### config.mk
export PLATFORM = sky130hd
export DESIGN_NAME = slc_line_cfg
export DESIGN_NICKNAME = d
export VERILOG_FILES = /design/src/core/slc_pkg.sv /design/src/core/slc_line_cfg.sv
export SDC_FILE = /design/constraint.sdc
export NUM_CORES = 1
export LEC_CHECK = 0
export ABC_CLOCK_PERIOD_IN_PS = 5100
export BUFFER_PORTS_ARGS = -buffer_cell sky130_fd_sc_hd__buf_2
export CAP_MARGIN = 20
export CORE_MARGIN = 8
export CORE_UTILIZATION = 30
export DETAILED_ROUTE_END_ITERATION = 8
export SLEW_MARGIN = 20
export SYNTH_ARGS = -nofsm -noshare
export SYNTH_HDL_FRONTEND = slang
export SYNTH_SLANG_ARGS = --single-unit
### constraint.sdc
create_clock -name i_clk -period 5.1 [get_ports i_clk]
set_clock_uncertainty 0.05 [all_clocks]
set_input_delay 0.765 -clock i_clk [delete_from_list [all_inputs] [get_ports i_clk]]
set_output_delay 0.765 -clock i_clk [all_outputs]
set_load 0.02 [all_outputs]
### src/core/slc_pkg.sv
// package: register map, field layout and code tables of the serial channel line configuration
package slc_pkg;

    // ==========================================================
    // register map (byte addresses, one aligned word each)
    localparam logic [3:0] SLC_OFF_CTRL = 4'h0;
    localparam logic [3:0] SLC_OFF_SYNC = 4'h4;
    localparam logic [3:0] SLC_OFF_STAT = 4'h8;

    localparam int SLC_CTRL_W = 25;
    localparam logic [24:0] SLC_CTRL_RST = 25'h0000000;
    // sync pattern resets to two flag bytes
    localparam logic [15:0] SLC_SYNC_RST = 16'h7E7E;

    // ==========================================================
    // code values
    localparam logic [1:0] SLC_SYNC_LENGTH_SEL_EXT = 2'h0;
    localparam logic [1:0] SLC_SYNC_LENGTH_SEL_4 = 2'h1;
    localparam logic [1:0] SLC_SYNC_LENGTH_SEL_8 = 2'h2;
    localparam logic [1:0] SLC_RATE_X1 = 2'h0;
    localparam logic [1:0] SLC_EDGE_BOTH = 2'h0;
    localparam logic [1:0] SLC_EDGE_RISE = 2'h1;
    localparam logic [1:0] SLC_EDGE_FALL = 2'h2;
    localparam logic [1:0] SLC_CSH_INF = 2'h0;
    localparam logic [3:0] SLC_RX_ALIGN_BITS = 4'h8;

    // ==========================================================
    // control word layout, msb first
    typedef struct packed {
        logic async_mode;
        logic [1:0] rx_pll_rate;
        logic [1:0] tx_divide_rate;
        logic idle_encode;
        logic [1:0] preamble_pattern_sel;
        logic [2:0] preamble_length_sel;
        logic tx_data_invert;
        logic rx_data_invert;
        logic [1:0] carrier_sense_hold;
        logic tx_clock_invert;
        logic [1:0] dpll_edge_sel;
        logic carrier_detect_sample_sync;
        logic rts_between_frames_mode;
        logic [1:0] sync_length_sel;
        logic rx_sync_timing;
        logic tx_sync_to_rx;
        logic enable;
    } slc_cfg_s;

    // status word, low bits
    typedef struct packed {
        logic cts_active;
        logic cd_active;
        logic tx_busy;
        logic carrier_sense;
        logic rx_synced;
    } slc_stat_s;

    typedef enum logic [2:0] {TX_IDLE, TX_WAIT, TX_PRE, TX_SYNC, TX_DATA} slc_tx_e;

    // serial clock periods per bit for a divide code
    function automatic logic [5:0] slc_rate(input logic [1:0] code);
        case (code)
            2'h0: slc_rate = 6'h01;
            2'h1: slc_rate = 6'h08;
            2'h2: slc_rate = 6'h10;
            default: slc_rate = 6'h20;
        endcase
    endfunction

    // preamble bits for a length code; reserved code sends none
    function automatic logic [7:0] slc_pre_bits(input logic [2:0] code);
        case (code)
            3'h1: slc_pre_bits = 8'h08;
            3'h2: slc_pre_bits = 8'h10;
            3'h3: slc_pre_bits = 8'h20;
            3'h4: slc_pre_bits = 8'h30;
            3'h5: slc_pre_bits = 8'h40;
            3'h6: slc_pre_bits = 8'h80;
            default: slc_pre_bits = 8'h00;
        endcase
    endfunction

    // carrier sense hold in half bit times: larger figure for x1, smaller otherwise
    function automatic logic [4:0] slc_cs_half(input logic [1:0] code, input logic x1);
        case (code)
            2'h1: slc_cs_half = x1 ? 5'h1C : 5'h0D;
            2'h2: slc_cs_half = x1 ? 5'h08 : 5'h03;
            default: slc_cs_half = x1 ? 5'h06 : 5'h02;
        endcase
    endfunction

endpackage

### src/core/slc_line_cfg.sv
// serial channel line configuration: register slave, tx sequencer, rx dpll and carrier sense
`timescale 1ns/100ps
// ==========================================================
module slc_line_cfg
    import slc_pkg::*;
(
    // clock, reset, enable
    input wire logic i_clk,
    input wire logic i_srst,
    input wire logic i_ce,
    // avalon-mm slave
    input wire logic [3:0] i_avs_address,
    input wire logic i_avs_read,
    input wire logic i_avs_write,
    input wire logic [31:0] i_avs_writedata,
    input wire logic [3:0] i_avs_byteenable,
    output logic [31:0] o_avs_readdata,
    output logic o_avs_waitrequest,
    // serial line pins
    input wire logic i_ser_clk,
    input wire logic i_rxd,
    input wire logic i_cd_n,
    input wire logic i_cts_n,
    output logic o_txd,
    output logic o_rts_n,
    // protocol side
    input wire logic i_tx_frame_valid,
    input wire logic i_tx_data,
    output logic o_tx_take,
    output logic o_rx_bit,
    output logic o_rx_bit_valid,
    output logic o_rx_synced,
    output logic o_carrier_sense
);

    // ==========================================================
    // registers and bus slave
    slc_cfg_s cfg;
    logic [15:0] sync_pat;
    logic [31:0] ctrl_word;
    logic [31:0] sync_word;
    logic [31:0] stat_word;
    logic [31:0] wmask;
    logic bus_req;
    slc_stat_s stat;

    assign bus_req = i_avs_read | i_avs_write;
    assign ctrl_word = {7'h00, cfg};
    assign sync_word = {16'h0000, sync_pat};
    assign wmask = {{8{i_avs_byteenable[3]}}, {8{i_avs_byteenable[2]}},
                    {8{i_avs_byteenable[1]}}, {8{i_avs_byteenable[0]}}};

    // one wait cycle then a one-cycle answer; write lands on the answering edge
    always_ff @(posedge i_clk) begin
        if (i_srst) begin
            o_avs_waitrequest <= 1'b1;
            o_avs_readdata <= 32'h00000000;
        end else if (i_ce) begin
            o_avs_waitrequest <= !(bus_req && o_avs_waitrequest);
            if (i_avs_read && o_avs_waitrequest) begin
                case (i_avs_address)
                    SLC_OFF_CTRL: o_avs_readdata <= ctrl_word;
                    SLC_OFF_SYNC: o_avs_readdata <= sync_word;
                    SLC_OFF_STAT: o_avs_readdata <= stat_word;
                    default: o_avs_readdata <= 32'h00000000;
                endcase
            end
        end
    end

    always_ff @(posedge i_clk) begin
        if (i_srst) begin
            cfg <= slc_cfg_s'(SLC_CTRL_RST);
            sync_pat <= SLC_SYNC_RST;
        end else if (i_ce && i_avs_write && !o_avs_waitrequest) begin
            if (i_avs_address == SLC_OFF_CTRL) begin
                cfg <= slc_cfg_s'(25'((ctrl_word & ~wmask) | (i_avs_writedata & wmask)));
            end
            if (i_avs_address == SLC_OFF_SYNC) begin
                sync_pat <= 16'((sync_word & ~wmask) | (i_avs_writedata & wmask));
            end
        end
    end

    // ==========================================================
    // pin synchronisers; first stage feeds only the second
    logic [3:0] pin_s1;
    logic [3:0] pin_s2;
    logic sclk_d;
    logic rxd_d;

    always_ff @(posedge i_clk) begin
        if (i_srst) begin
            // serial clock idles low, so no false edge follows reset
            pin_s1 <= 4'h7;
            pin_s2 <= 4'h7;
            sclk_d <= 1'b0;
            rxd_d <= 1'b1;
        end else if (i_ce) begin
            pin_s1 <= {i_ser_clk, i_rxd, i_cd_n, i_cts_n};
            pin_s2 <= pin_s1;
            sclk_d <= pin_s2[3];
            rxd_d <= pin_s2[2] ^ cfg.rx_data_invert;
        end
    end

    logic sclk_rise;
    logic sclk_fall;
    logic rx_dat;
    logic cd_on;
    logic cts_on;
    assign sclk_rise = pin_s2[3] && !sclk_d;
    assign sclk_fall = !pin_s2[3] && sclk_d;
    assign rx_dat = pin_s2[2] ^ cfg.rx_data_invert;
    assign cd_on = !pin_s2[1];
    assign cts_on = !pin_s2[0];

    // ==========================================================
    // receive dpll: sample point re-centred on selected data edges
    logic [5:0] rx_rate;
    logic [5:0] rx_phase;
    logic rx_x1;
    logic adj_ok;
    logic data_rise;
    logic data_fall;
    logic adj_evt;
    logic adj_pend;
    logic rx_sample;

    assign rx_rate = slc_rate(cfg.rx_pll_rate);
    assign rx_x1 = (cfg.rx_pll_rate == SLC_RATE_X1);
    assign adj_ok = !cfg.async_mode && !rx_x1;
    assign data_rise = rx_dat && !rxd_d;
    assign data_fall = !rx_dat && rxd_d;
    always_comb begin
        case (cfg.dpll_edge_sel)
            SLC_EDGE_BOTH: adj_evt = data_rise || data_fall;
            SLC_EDGE_RISE: adj_evt = data_rise;
            SLC_EDGE_FALL: adj_evt = data_fall;
            default: adj_evt = 1'b0;
        endcase
    end
    assign rx_sample = sclk_rise && (rx_phase == (rx_rate >> 1));

    always_ff @(posedge i_clk) begin
        if (i_srst) begin
            rx_phase <= 6'h00;
            adj_pend <= 1'b0;
        end else if (i_ce) begin
            if (sclk_rise) begin
                if (adj_pend && adj_ok) begin
                    rx_phase <= 6'h00;
                end else if (rx_phase >= rx_rate - 6'h01) begin
                    rx_phase <= 6'h00;
                end else begin
                    rx_phase <= rx_phase + 6'h01;
                end
            end
            // a new edge wins over the consume
            if (adj_evt) begin
                adj_pend <= 1'b1;
            end else if (sclk_rise) begin
                adj_pend <= 1'b0;
            end
        end
    end

    // ==========================================================
    // receive sync hunt and bit output
    logic [15:0] rx_shift;
    logic [15:0] next_shift;
    logic [15:0] sync_mask;
    logic rx_synced;
    logic [3:0] rx_bits;
    logic cd_d;

    assign next_shift = {rx_dat, rx_shift[15:1]};
    // newest bits sit at the top of the shifter, so match the top n pattern bits
    always_comb begin
        case (cfg.sync_length_sel)
            SLC_SYNC_LENGTH_SEL_4: sync_mask = 16'hF000;
            SLC_SYNC_LENGTH_SEL_8: sync_mask = 16'hFF00;
            default: sync_mask = 16'hFFFF;
        endcase
    end

    always_ff @(posedge i_clk) begin
        if (i_srst) begin
            rx_shift <= 16'h0000;
            rx_synced <= 1'b0;
            rx_bits <= 4'h0;
            cd_d <= 1'b0;
            o_rx_bit <= 1'b0;
            o_rx_bit_valid <= 1'b0;
            o_rx_synced <= 1'b0;
        end else if (i_ce) begin
            cd_d <= cd_on;
            o_rx_bit_valid <= rx_sample && rx_synced;
            o_rx_synced <= rx_synced;
            if (rx_sample) begin
                rx_shift <= next_shift;
                o_rx_bit <= rx_dat;
            end
            if (!cfg.enable) begin
                rx_synced <= 1'b0;
                rx_bits <= 4'h0;
            end else if (cfg.sync_length_sel == SLC_SYNC_LENGTH_SEL_EXT) begin
                rx_synced <= cd_on;
                if (cd_on && !cd_d) begin
                    // remote raises carrier on the second bit, so one bit is already in
                    rx_bits <= (cfg.rx_sync_timing && cfg.carrier_detect_sample_sync)
                               ? 4'h1 : 4'h0;
                end else if (rx_sample && rx_bits != SLC_RX_ALIGN_BITS) begin
                    rx_bits <= rx_bits + 4'h1;
                end
            end else if (!rx_synced) begin
                if (rx_sample && ((next_shift & sync_mask) == (sync_pat & sync_mask))) begin
                    rx_synced <= 1'b1;
                    rx_bits <= 4'h0;
                end
            end else if (rx_sample && rx_bits != SLC_RX_ALIGN_BITS) begin
                rx_bits <= rx_bits + 4'h1;
            end
        end
    end

    // ==========================================================
    // carrier sense: counted in serial clock half periods since last transition
    logic [9:0] cs_cnt;
    logic [9:0] cs_limit;
    logic cs_active;

    assign cs_limit = 10'(slc_cs_half(cfg.carrier_sense_hold, rx_x1) * rx_rate);
    assign cs_active = (cfg.carrier_sense_hold == SLC_CSH_INF) || (cs_cnt < cs_limit);

    always_ff @(posedge i_clk) begin
        if (i_srst) begin
            cs_cnt <= 10'h3FF;
            o_carrier_sense <= 1'b1;
        end else if (i_ce) begin
            if (data_rise || data_fall) begin
                cs_cnt <= 10'h000;
            end else if ((sclk_rise || sclk_fall) && cs_cnt != 10'h3FF) begin
                cs_cnt <= cs_cnt + 10'h001;
            end
            o_carrier_sense <= cs_active;
        end
    end

    // ==========================================================
    // transmit sequencer
    slc_tx_e tx_st;
    logic [5:0] tx_rate;
    logic [5:0] tx_cnt;
    logic tx_edge;
    logic tx_tick;
    logic [7:0] tx_bitn;
    logic [3:0] idle_idx;
    logic [7:0] pre_len;
    logic pre_bit;
    logic align_ok;
    logic start_ok;

    assign tx_rate = slc_rate(cfg.tx_divide_rate);
    assign tx_edge = cfg.tx_clock_invert ? sclk_rise : sclk_fall;
    assign tx_tick = tx_edge && (tx_cnt >= tx_rate - 6'h01);
    assign pre_len = cfg.async_mode ? 8'h00 : slc_pre_bits(cfg.preamble_length_sel);
    always_comb begin
        case (cfg.preamble_pattern_sel)
            2'h0: pre_bit = 1'b0;
            2'h1: pre_bit = !tx_bitn[0];
            2'h2: pre_bit = tx_bitn[0];
            default: pre_bit = 1'b1;
        endcase
    end
    always_comb begin
        if (!cfg.tx_sync_to_rx) begin
            align_ok = 1'b1;
        end else if (cfg.rx_sync_timing) begin
            align_ok = rx_synced && cts_on && (rx_bits == SLC_RX_ALIGN_BITS);
        end else begin
            align_ok = rx_synced && (rx_bits[2:0] == 3'h0);
        end
    end
    assign start_ok = cts_on && align_ok;

    always_ff @(posedge i_clk) begin
        if (i_srst) begin
            tx_cnt <= 6'h00;
        end else if (i_ce && tx_edge) begin
            tx_cnt <= tx_tick ? 6'h00 : tx_cnt + 6'h01;
        end
    end

    always_ff @(posedge i_clk) begin
        if (i_srst) begin
            tx_st <= TX_IDLE;
            tx_bitn <= 8'h00;
            idle_idx <= 4'h0;
            o_txd <= 1'b1;
            o_tx_take <= 1'b0;
        end else if (i_ce) begin
            o_tx_take <= 1'b0;
            if (!cfg.enable) begin
                tx_st <= TX_IDLE;
                o_txd <= 1'b1;
            end else if (tx_tick) begin
                tx_bitn <= tx_bitn + 8'h01;
                case (tx_st)
                    TX_IDLE, TX_WAIT: begin
                        if (cfg.rts_between_frames_mode) begin
                            o_txd <= sync_pat[idle_idx] ^ cfg.tx_data_invert;
                            idle_idx <= idle_idx + 4'h1;
                        end else begin
                            // unencoded idle is a plain high line
                            o_txd <= cfg.idle_encode ? !cfg.tx_data_invert : 1'b1;
                        end
                        if (tx_st == TX_IDLE && i_tx_frame_valid) begin
                            tx_st <= TX_WAIT;
                        end else if (tx_st == TX_WAIT && start_ok) begin
                            tx_bitn <= 8'h00;
                            if (pre_len != 8'h00) begin
                                tx_st <= TX_PRE;
                            end else if (cfg.sync_length_sel != SLC_SYNC_LENGTH_SEL_EXT) begin
                                tx_st <= TX_SYNC;
                            end else begin
                                tx_st <= TX_DATA;
                            end
                        end
                    end
                    TX_PRE: begin
                        o_txd <= pre_bit ^ cfg.tx_data_invert;
                        if (tx_bitn == pre_len - 8'h01) begin
                            tx_bitn <= 8'h00;
                            tx_st <= (cfg.sync_length_sel != SLC_SYNC_LENGTH_SEL_EXT) ? TX_SYNC : TX_DATA;
                        end
                    end
                    TX_SYNC: begin
                        // whole pattern, lsb first
                        o_txd <= sync_pat[tx_bitn[3:0]] ^ cfg.tx_data_invert;
                        if (tx_bitn == 8'h0F) begin
                            tx_st <= TX_DATA;
                        end
                    end
                    TX_DATA: begin
                        if (i_tx_frame_valid) begin
                            o_txd <= i_tx_data ^ cfg.tx_data_invert;
                            o_tx_take <= 1'b1;
                        end else begin
                            tx_st <= TX_IDLE;
                            idle_idx <= 4'h0;
                            o_txd <= (cfg.idle_encode || cfg.rts_between_frames_mode)
                                     ? !cfg.tx_data_invert : 1'b1;
                        end
                    end
                    default: tx_st <= TX_IDLE;
                endcase
            end
        end
    end

    // rts: held while enabled in mode 1, only around frames in mode 0
    always_ff @(posedge i_clk) begin
        if (i_srst) begin
            o_rts_n <= 1'b1;
        end else if (i_ce) begin
            if (cfg.rts_between_frames_mode) begin
                o_rts_n <= !cfg.enable;
            end else begin
                o_rts_n <= !(cfg.enable && tx_st != TX_IDLE);
            end
        end
    end

    assign stat = '{cts_active: cts_on, cd_active: cd_on, tx_busy: (tx_st != TX_IDLE),
                    carrier_sense: o_carrier_sense, rx_synced: rx_synced};
    assign stat_word = {27'h0000000, stat};
endmodule // slc_line_cfg

Word-level counts from Yosys, hierarchy flattened
Cells that the tools add are included.
{ "totals": {"word_cells": 250, "ff_bits": 151, "inputBits": 51} }
{ "classes": {"order_cmp": 5, "n_mux": 66, "n_reduce_logical": 73, "addsub": 9, "eq_ne": 40, "multipliers": 1, "n_bitwise": 14} }
{ "op_table": {"columns": ["cell", "n"], "rows": [
  ["25-bit one-hot mux with 3 select lines", 1],
  ["25-bit bitwise AND", 2],
  ["16-bit bitwise AND", 3],
  ["8-bit one-hot mux with 6 select lines", 1],
  ["4-bit two-way mux", 9],
  ["6-bit one-hot mux with 3 select lines", 2],
  ["8-bit two-way mux", 4],
  ["3-bit two-way mux", 10],
  ["1-bit logical AND", 26],
  ["25-bit inverter", 1],
  ["25-bit bitwise OR", 1],
  ["12-bit one-hot mux with 2 select lines", 1],
  ["1-bit two-way mux", 23],
  ["10-bit two-way mux", 2],
  ["6-bit two-way mux", 3],
  ["16-bit equality test", 1],
  ["16-bit bitwise OR", 1],
  ["8-bit one-hot mux with 2 select lines", 1],
  ["2-bit AND reduction", 8],
  ["1-bit logical NOT", 15],
  ["6-bit by 1-bit adder with 6-bit output, second input constant", 2],
  ["2-bit by 1-bit equality test with 1-bit output, second input constant", 6],
  ["2-bit equality test, second input constant", 6],
  ["3-bit by 2-bit equality test with 1-bit output, second input constant", 4],
  ["other kinds (42)", 75]
]} }

Longest topological paths before layout
Gate-level depths: netlist of run 1.
{ "logic_depth": {"depth_word": 12, "mapped_depth": 20, "depth_no_buf": 20} }

Least setup slack after synthesis of run 1
OpenSTA, ideal clock, no wires.
{ "synth_timing": {"path_kind": "reg-to-reg", "from": "reg with a tool-made name", "to": "reg o_carrier_sense", "slack_ps": 1344, "synth_period_minus_slack_ps": 3756, "setup_ps": 136, "arrival_time_ps": 3569, "stages_incl_launch_ff": 18, "n_path_buf": 0, "required_time_ps": 4914, "path_cell_list": "dfxtp_1 inv_1 ha_1 nor2b_1 nor2_1 ha_1 fa_1 ha_1 a21o_1 a21oi_1 o21bai_1 a21oi_1 xnor2_1 ha_1 nand4_1 or3_1 a21oi_1 o21ai_0"} }
{ "synth_rtl": {"columns": ["element", "line_no", "rtl"], "rows": [
  ["to (signal assigned)", "slc_line_cfg.sv:246", "o_carrier_sense <= cs_active;"],
  ["to (decl)", "slc_line_cfg.sv:33", "output logic o_carrier_sense"]
]} }

==> out/results.ini, run 1 <==
[run_status]
status = finished clean

[worst_setup_path]
cp-start-kind = register
worst-path-max-fanout = 4
r2r_end = o_carrier_sense
required_ps = 5340
cp_data_arrival_time_ps = 4570
max_stage_delay_ps = 530
cp-endpoint = o_carrier_sense
critPathMostFrequentCell = ha_1
crit_path_top_delay_cell = fa_1
path_delay_family = adder cells
path_buf_inv = 1
timing_worst_setup_path_type = register to register
reg2reg_depth = 17
crit_chain = inv_1 -> ha_1 -> nor2b_1 -> nor2_1 -> ha_1 -> fa_1 -> ha_1 -> a21o_1 -> a21oi_1 -> o21bai_1 -> a21oi_1 -> xnor2_1 -> ha_1 -> nand4_1 -> or3_1 -> a21oi_1 -> o21ai_0
crit_cells = 17
end_kind = register
r2r_setup_slack_ps = 770

[timing]
rsz0062_at_grt = no
worst_slew_pin_slew_ps = 1090
hold_slack_ps = 395
slew-limit-headroom = 0.272
slew_violations = 0
fmax_ghz = 0.231
period_share = 0.849
tns_ps = 0
setup_viol = 0
period_needed_ps = 4330
hold_viol_final = 0

[synth]
synthFlopType = dfxtp_1
synth_async_sr_flop_share = 0
ys_ff_latch = 142
ys_warn_count = 0
syn_area_sq_um = 8290
syn_area_per_cell_sq_um = 8.10
synth_edf_count = 0
syn_inst = 1023
ys_types = 71
yosysSeqAreaShare = 0.343

[route]
via_per_inst = 5.19
firstDrtPassIters = 5
ant_nets = 0
finalWirelength_microns = 23900
drt-initial-drc-count = 591
vias = 7413
drc = 0
wl_per_cell_microns = 16.7

[hold_path]
min_path_type = register to register
hold_depth = 2

[power_and_ir_drop]
p_clk_frac = 0.491
sw_frac_of_total = 0.250
power_leakage_uw = 0.00360
switching_power_uw = 642
p_int_uw = 1920
irDropWorstVdd_mv = 0.231
p_comb_frac = 0.065
powerDensity_nw_per_um2 = 270
power_frac_seq = 0.444

[grt]
grt_usage = 0.141
grtUsageMet3 = 0.0366
grt_max_degree = 70
grt_pass1_vias = 6862
grt-busiest-layer = met2
use_met1 = 0.180
globalRouteOverflowTotal = 0
antenna_found_initial = 6
grtUsageMet2 = 0.215
grt_pass1_wl_microns = 37300

[final_layout]
area_growth_pct = 14.6
fin_util = 0.346
n_fill_cell = 2863
drive_gt1_frac = 0.122
layout.nets = 1174
layoutNonFillerInstCount = 1428

[clock_tree]
cts_sinks = 142
cts-root-buf = clkbuf_16
clkTransAtPathRegs_ps = 60
hold_buffers = 0
postCtsSetupBuffers = 0
clockBufferDepth = 2
htree_levels = 4
insertion_delay_ps = 420
cts_tree = yes
cts-resized-gates = 0
numCtsBuffers = 17

[floorplan]
die-area_sq_um = 33200
core-area_sq_um = 27500
row_count = 61
die_width_microns = 182
initial_core_util = 0.302
die_h_microns = 182
ios = 91

[place]
gp_congestion = 0.869
numPortBuffers = 76
post-place-cells = 1393
dpl.hpwl_microns = 17600

[flow_run]
drv_cap = 0

[per-stage QoR]
step / cell area [sq um] / worst slack, ps / total power (uW)
after floorplan: 8320 / 1340 / 1270
after global placement: 8900 / 946 / 1330
after detailed placement: 8900 / 833 / 1330
after CTS: 9490 / 784 / 2590
after global routing: 9500 / 569 / 2660
final: 9500 / 769 / 2560
[power by group through the flow]
stage	clock, uW	sequential (uW)	combinational [uW]
after floorplan	0	1160	115
after global placement	0	1160	165
after detailed placement	0	1160	168
after CTS	1290	1140	169
after global routing	1330	1140	186
final	1260	1140	168
[worst register-to-register path, cell delays in order (launching register included)]
cell and delay (ps):
dfxtp_1 460, inv_1 110, ha_1 340, nor2b_1 240, nor2_1 90, ha_1 330
fa_1 530, ha_1 320, a21o_1 160, a21oi_1 250, o21bai_1 110, a21oi_1 180
xnor2_1 110, ha_1 310, nand4_1 90, or3_1 310, a21oi_1 140, o21ai_0 100
[routing by layer]
metal	wire length (microns)	up-vias
met4	852	6
met3	1330	45
met5	39	-
li1	-	3702
met2	10700	182
met1	11000	3478
[kinds of logic (layout without fill, tap and decap cells)]
kind of cell             after synthesis  count (layout)  synth area share
other                                  1              12          0.000452
AND/OR/NAND/NOR                      413             413             0.241
flip-flops                           142             142             0.343
multiplexers                          53              53            0.0641
XOR/XNOR                              41              41            0.0442
AO/OA/AOI/OAI                        209             209             0.163
buffers and inverters                107             155            0.0555
adder cells (fa/ha/maj)               57              57            0.0887
[synth_stat cells (8+ instances only)]
master    count  area share
mux2i_1      52       0.063
xnor2_1      22       0.023
nor2b_1      10      0.0075
buf_2        11      0.0066
nor2_1       97       0.044
nor3_1       15      0.0091
nand4_1      11      0.0083
buf_4         8      0.0072
nand2_1     116       0.053
nand2b_1     11      0.0083
and2_1        8      0.0060
dfxtp_1     142        0.34
or3_1        12      0.0091
a21oi_1      82       0.050
clkbuf_1     42       0.019
nand3b_1      8      0.0072
a21o_1       12       0.011
nand3_1      85       0.051
inv_1        39       0.018
ha_1         54       0.081
xor2_1       18       0.019
o211ai_1     13       0.012
a22oi_1      19       0.017
o21ai_0      28       0.017
[layout by cell type, fill, tap and decap left out, types with 4 or more instances in the layout]
cell          n
dfxtp_1     142
nand2_1     116
nor2_1       97
nand3_1      85
a21oi_1      82
buf_2        75
ha_1         54
mux2i_1      52
inv_1        39
o21ai_0      28
xnor2_1      22
a22oi_1      19
xor2_1       18
clkbuf_16    17
nor3_1       15
o211ai_1     13
or3_1        12
a21o_1       12
nand2b_1     11
nand4_1      11
nor2b_1       9
conb_1        9
buf_4         9
and2_1        8
nand3b_1      8
or4_1         7
o21a_1        7
nor3b_1       5
nor4_1        5
a211oi_1      5
inv_6         5
o22ai_1       4
clkinvlp_4    4
[how the worst min path moves through the flow]
stage / slack [ps] / start / to
2_1_floorplan: 390 / pin_s1[0] / pin_s1[0]
3_5_place_dp: 390 / o_avs_readdata[21] / o_avs_readdata[21]
3_3_place_gp: 390 / o_avs_readdata[16] / o_avs_readdata[16]
5_1_grt: 410 / o_avs_readdata[24] / o_avs_readdata[24]
4_1_cts: 400 / o_avs_readdata[24] / o_avs_readdata[24]
6_report: 400 / o_avs_readdata[24] / o_avs_readdata[24]
[cell type report]
cell class	count	area [sq um]	share of cell area
Antenna cell	3	7.51	0.000790
Clock buffer	18	439	0.0462
Clock inverter	14	156	0.0165
Inverter	39	146	0.0154
Multi-Input combinational cell	782	5030	0.530
Sequential cell	142	2840	0.299
Tap cell	346	433	0.0456
Timing Repair Buffer	84	443	0.0466
(Power assumes the default switching activity.)
==> inputs of run 2 (changes only) <==
--- a/config.mk
+++ b/config.mk
@@ -5,7 +5,7 @@
 export SDC_FILE = /design/constraint.sdc
 export NUM_CORES = 1
 export LEC_CHECK = 0
-export ABC_CLOCK_PERIOD_IN_PS = 5100
+export ABC_CLOCK_PERIOD_IN_PS = 3900
 export BUFFER_PORTS_ARGS = -buffer_cell sky130_fd_sc_hd__buf_2
 export CAP_MARGIN = 20
 export CORE_MARGIN = 8
==> constraint.sdc (replaced) <==
create_clock -name i_clk -period 3.9 [get_ports i_clk]
set_clock_uncertainty 0.05 [all_clocks]
set_input_delay 0.585 -clock i_clk [delete_from_list [all_inputs] [get_ports i_clk]]
set_output_delay 0.585 -clock i_clk [all_outputs]
set_load 0.02 [all_outputs]
==> out/results.ini, run 2 (synthesis results as in run 1) <==
[final_layout]
layout.nets = 1186  ; +1.0%
final_common_cell = dfxtp_1
fin_area_sq_um = 9660  ; +1.7%
area_growth_pct = 16.5
n_fill_cell = 2854  ; -0.31%
drive_gt1_frac = 0.145  ; +0.0225
fin_util = 0.352  ; +0.00578
final_cell_mix = dfxtp_1 (141), nand2_1 (115), nor2_1 (95)

[run_status]
status = finished clean

[timing]
rsz0062_at_grt = yes
period_share = 0.979  ; +0.129
period_needed_ps = 3820  ; -515 ps
hold_viol_final = 0  ; unchanged
slew-limit-headroom = 0.568  ; +0.296
slew_violations = 0  ; unchanged
layout_setup_ws_ps = 83.7  ; -685 ps
setup_viol = 0  ; unchanged
worst_slew_pin_slew_ps = 646  ; -441 ps
fmax_ghz = 0.262  ; +13%

[place]
gp_congestion = 0.826  ; -4.8%
pre_cts_ws_ps = -127  ; -960 ps
postPlaceCellArea_sq_um = 8990  ; +1.0%
dpl.hpwl_microns = 18000  ; +2.4%
numPortBuffers = 76  ; unchanged

[grt]
antenna_found_initial = 6  ; unchanged
grt_max_degree = 54  ; -23%
globalRouteOverflowTotal = 0  ; unchanged
grt_usage = 0.145  ; +0.00419
grt_pass1_wl_microns = 38200  ; +2.3%
grt_pass1_vias = 6968  ; +1.5%

[worst_setup_path]
crit_chain = inv_2 -> ha_4 -> nand2_4 -> nor2_4 -> fa_1 -> ha_1 -> ha_1 -> ha_1 -> inv_1 -> o21bai_1 -> a21oi_1 -> xnor2_1 -> ha_1 -> nand4_1 -> or3_4 -> a21oi_2 -> o21ai_1
critPathMostFrequentCell = ha_1
max_stage_delay_ps = 430  ; -100 ps
cp-endpoint = o_carrier_sense
crit_cells = 17  ; unchanged
required_ps = 4150  ; -1190 ps
path_buf_inv = 2  ; +1
path_delay_family = adder cells
crit_path_top_delay_cell = fa_1
timing_worst_setup_path_type = register to register
end_kind = register
reg2reg_depth = 17  ; unchanged
r2r_setup_slack_ps = 80  ; -680 ps
worst-path-max-fanout = 6  ; +2
cp-start-kind = register
r2r_end = o_carrier_sense
cp_data_arrival_time_ps = 4070  ; -500 ps

[route]
ant_nets = 0  ; unchanged
vias = 7439  ; +0.35%
firstDrtPassIters = 5  ; unchanged
via_per_inst = 5.16  ; -0.55%
drc = 0  ; unchanged
drt-initial-drc-count = 563  ; -4.7%
wl_per_cell_microns = 16.8  ; +0.76%
finalWirelength_microns = 24300  ; +1.7%

[floorplan]
initial_core_util = 0.302  ; unchanged
die_h_microns = 182  ; unchanged
ios = 91  ; unchanged
row_count = 61  ; unchanged
die_width_microns = 182  ; unchanged
die-area_sq_um = 33200  ; unchanged
core-area_sq_um = 27500  ; unchanged

[hold_path]
min_path_type = input pin to register
hold_start = i_cts_n

[power_and_ir_drop]
p_clk_frac = 0.488  ; -0.003
p_total_uw = 3340  ; +30%
powerDensity_nw_per_um2 = 346  ; +28%
p_comb_frac = 0.066  ; about the same
p_int_uw = 2490  ; +29%
irDropWorstVdd_mv = 0.296  ; +29%
sw_frac_of_total = 0.254  ; +0.00397
switching_power_uw = 849  ; +32%
power_frac_seq = 0.446  ; +0.002
power_leakage_uw = 0.00370  ; +2.6%

[flow_run]
drv_cap = 0  ; unchanged

[clock_tree]
clkTransAtPathRegs_ps = 60  ; about the same
hold_buffers = 0  ; unchanged
cts-root-buf = clkbuf_16
numCtsBuffers = 17  ; unchanged
htree_levels = 4  ; unchanged
clockBufferDepth = 2  ; unchanged
cts_tree = yes
postCtsSetupBuffers = 0  ; unchanged
insertion_delay_ps = 430  ; about the same
cts_sinks = 142  ; unchanged

run 2: worst min path at each step:
| stage | to | slack [ps] | depth (start not counted) |
|---|---|---|---|
| floorplan | pin_s1[0] | 390 | 2 |
| global placement | o_avs_readdata[18] | 390 | 2 |
| detailed placement | o_avs_readdata[18] | 390 | 2 |
| CTS | pin_s1[0] | 310 | 3 |
| global route | pin_s1[0] | 310 | 3 |
| finish | pin_s1[0] | 320 | 3 |
run 2: worst register-to-register path, cell delays in order, from the launching register on:
cell	delay (ps)
dfxtp_1	340
inv_2	60
ha_4	290
nand2_4	80
nor2_4	120
fa_1	430
ha_1	300
ha_1	290
ha_1	310
inv_1	90
o21bai_1	80
a21oi_1	160
xnor2_1	100
ha_1	310
nand4_1	100
or3_4	410
a21oi_2	100
o21ai_1	70
run 2: cell type report:
cell class / count / area, sq um / share of cell area
flip-flops and latches: 142 / 2840 / 0.294
diodes: 4 / 10.0 / 0.00104
clock buffers: 20 / 467 / 0.0483
repair buffers: 96 / 533 / 0.0552
inverters: 39 / 149 / 0.0154
multi-input cells: 782 / 5100 / 0.528
well taps: 346 / 433 / 0.0448
clock inverters: 12 / 124 / 0.0128
run 2: metal layers:
layer,global-route usage,up-vias,routed length [microns]
li1,-,3731,-
met1,0.187,3486,11300
met2,0.229,179,11100
met3,0.0344,37,1310
met4,0.0590,6,570
met5,0,-,26
run 2: what timing repair did:
action	in CTS	in global routing
hold endpoints to repair	0	0
setup endpoints to repair	1	1
pin swaps	0	11
gates resized for setup	5	15
run 2: stage by stage:
step	setup TNS (ps)	hold WS, ps	instances
after floorplan	0	391	1031
after global placement	-10.5	387	1405
after detailed placement	-127	393	1405
after CTS	0	308	1437
after global routing	-58.1	307	1440
final	0	321	1441
run 2: power by group through the flow:
stage / combinational (uW) / sequential, uW / clock, uW
floorplan: 151 / 1510 / 0
CTS: 221 / 1490 / 1650
global route: 244 / 1490 / 1720
detailed placement: 219 / 1520 / 0
finish: 221 / 1490 / 1630
global placement: 217 / 1520 / 0
==> inputs of run 3 (changes only) <==
--- a/config.mk
+++ b/config.mk
@@ -7,10 +7,10 @@
 export LEC_CHECK = 0
 export ABC_CLOCK_PERIOD_IN_PS = 3900
 export BUFFER_PORTS_ARGS = -buffer_cell sky130_fd_sc_hd__buf_2
-export CAP_MARGIN = 20
 export CORE_MARGIN = 8
 export CORE_UTILIZATION = 30
 export DETAILED_ROUTE_END_ITERATION = 8
+export RECOVER_POWER = 100
 export SLEW_MARGIN = 20
 export SYNTH_ARGS = -nofsm -noshare
 export SYNTH_HDL_FRONTEND = slang
==> constraint.sdc (replaced) <==
create_clock -name i_clk -period 3.9 [get_ports i_clk]
set_clock_uncertainty 0.05 [all_clocks]
set_input_delay 0.195 -clock i_clk [delete_from_list [all_inputs] [get_ports i_clk]]
set_output_delay 0.195 -clock i_clk [all_outputs]
set_load 0.02 [all_outputs]
==> out/results.ini, run 3 (synthesis results as in run 1) <==
[final_layout]
layoutNonFillerInstCount = 1460  ; +1.3%
drive_gt1_frac = 0.0943  ; -0.0505
fin_util = 0.357  ; +0.00501
final_common_cell = dfxtp_1
n_fill_cell = 2911  ; +2.0%
area_growth_pct = 18.2
layout.nets = 1210  ; +2.0%
final_cell_mix = dfxtp_1 (140), nand2_1 (115), nor2_1 (95)

[timing]
worst_slew_pin_slew_ps = 1730  ; +1090 ps
slew_violations = 80  ; +80
tns_ps = 0  ; unchanged
hold_viol_final = 0  ; unchanged
slew-limit-headroom = -0.156  ; -0.724
period_needed_ps = 3740  ; -79.8 ps
hold_slack_ps = 26.8  ; -294 ps
period_share = 0.958  ; -0.0205
rsz0062_at_grt = yes
setup_viol = 0  ; unchanged
fmax_ghz = 0.268  ; +2.1%

[floorplan]
ios = 91  ; unchanged
row_count = 61  ; unchanged
die_width_microns = 182  ; unchanged
initial_core_util = 0.302  ; unchanged
die_h_microns = 182  ; unchanged
die-area_sq_um = 33200  ; unchanged
core-area_sq_um = 27500  ; unchanged

[clock_tree]
clkTransAtPathRegs_ps = 60  ; about the same
insertion_delay_ps = 420  ; about the same
cts_tree = yes
numCtsBuffers = 17  ; unchanged
cts_sinks = 142  ; unchanged
clockBufferDepth = 2  ; unchanged
cts-root-buf = clkbuf_16
htree_levels = 4  ; unchanged

[place]
numPortBuffers = 76  ; unchanged
dpl.hpwl_microns = 18000  ; about the same
gp_congestion = 0.843  ; +2.0%
post-place-cells = 1400  ; -0.36%

[run_status]
failed_checks = max-capacitance violations, max-slew violations
status = complete, but fails checks

[worst_setup_path]
r2r_setup_slack_ps = 160  ; +80 ps
worst-path-max-fanout = 6  ; unchanged
crit_chain = buf_4 -> ha_2 -> nand2_4 -> nor2_4 -> fa_1 -> ha_1 -> ha_1 -> ha_1 -> inv_1 -> o21bai_1 -> a21oi_1 -> xnor2_1 -> ha_1 -> nand4_1 -> or3_1 -> a21oi_1 -> o21ai_1
end_kind = register
critPathMostFrequentCell = ha_1
crit_path_top_delay_cell = fa_1
cp-start-kind = register
timing_worst_setup_path_type = register to register
required_ps = 4140  ; about the same
cp_data_arrival_time_ps = 3980  ; -90 ps
max_stage_delay_ps = 470  ; +40 ps

[grt]
grt_usage = 0.145  ; -0.000313
grt_pass1_vias = 7123  ; +2.2%
grt_max_degree = 80  ; +48%
antenna_found_initial = 1  ; -5
grtUsageMet3 = 0.0268  ; -0.00756
grt_pass1_wl_microns = 38300  ; +0.31%
grt-busiest-layer = met2
grtUsageMet2 = 0.238  ; +0.00932
globalRouteOverflowTotal = 0  ; unchanged
use_met1 = 0.186  ; -0.00159

[route]
drt-initial-drc-count = 475  ; -16%
via_per_inst = 5.17  ; +0.16%
finalWirelength_microns = 24200  ; -0.48%
firstDrtPassIters = 5  ; unchanged
vias = 7549  ; +1.5%
drc = 0  ; unchanged
ant_nets = 0  ; unchanged
wl_per_cell_microns = 16.5  ; -1.8%

[hold_path]
min_path_type = input pin to register

[power_and_ir_drop]
powerDensity_nw_per_um2 = 350  ; +1.2%
power_frac_seq = 0.434  ; -0.012
irDropWorstVdd_mv = 0.316  ; +6.6%
switching_power_uw = 824  ; -2.9%
p_comb_frac = 0.070  ; +0.004
p_clk_frac = 0.496  ; +0.008
power_leakage_uw = 0.00361  ; -2.3%
sw_frac_of_total = 0.241  ; -0.0137
p_int_uw = 2600  ; +4.5%

[flow_run]
drv_cap = 1  ; +1

==> run 3: cell type report <==
cell class | count | area [sq um] | area share
Multi-Input combinational cell | 782 | 5050 | 0.516
Timing Repair Buffer | 120 | 709 | 0.0724
Antenna cell | 1 | 2.50 | 0.000255
Inverter | 39 | 146 | 0.0149
Sequential cell | 142 | 2850 | 0.290
Tap cell | 346 | 433 | 0.0442
Clock inverter | 11 | 156 | 0.0160
Clock buffer | 19 | 453 | 0.0462
==> run 3: final timing paths <==
kind,cells past startpoint,end,from
worst min-delay path,3,register,i_avs_writedata[20]
worst min register to register,2,o_avs_readdata[16],o_avs_readdata[16]
worst max-delay path,17,o_carrier_sense,register
worst max register to register,17,o_carrier_sense,register
==> run 3: power by group through the flow <==
stage	registers (uW)	clock network (uW)	logic [uW]
after floorplan	1510	0	151
final	1490	1700	240
after global routing	1490	1800	267
after global placement	1520	0	218
after CTS	1490	1740	244
after detailed placement	1520	0	222
==> run 3: layer usage <==
layer,share of wire,vias up
met4,0.020,0
li1,-,3769
met2,0.47,190
met5,0,-
met3,0.052,29
met1,0.46,3561
==> run 3: through the flow <==
step                setup WS [ps]  area (sq um)  power (uW)
finish                        164          9800        3430
global route                -36.6          9800        3560
CTS                          14.2          9850        3470
detailed placement          -61.6          8950        1740
global placement             12.4          8950        1740
floorplan                     144          8320        1670
==> run 3: repair_timing <==
action,in CTS,in global routing
hold buffers,27,0
gates resized for setup,5,11
pin swaps,0,8
buffers inserted,0,2
endpoints found under the setup margin,1,1
endpoints found under the hold margin,38,0
==> run 3: critical path, delay by kind of cell, from the launching register on <==
family | cells | cell delay, ps
fa+ha+maj | 6 | 1880
simple gates | 4 | 570
compound gates | 4 | 460
flops | 1 | 320
buf+inv | 2 | 230
xor+xnor | 1 | 100
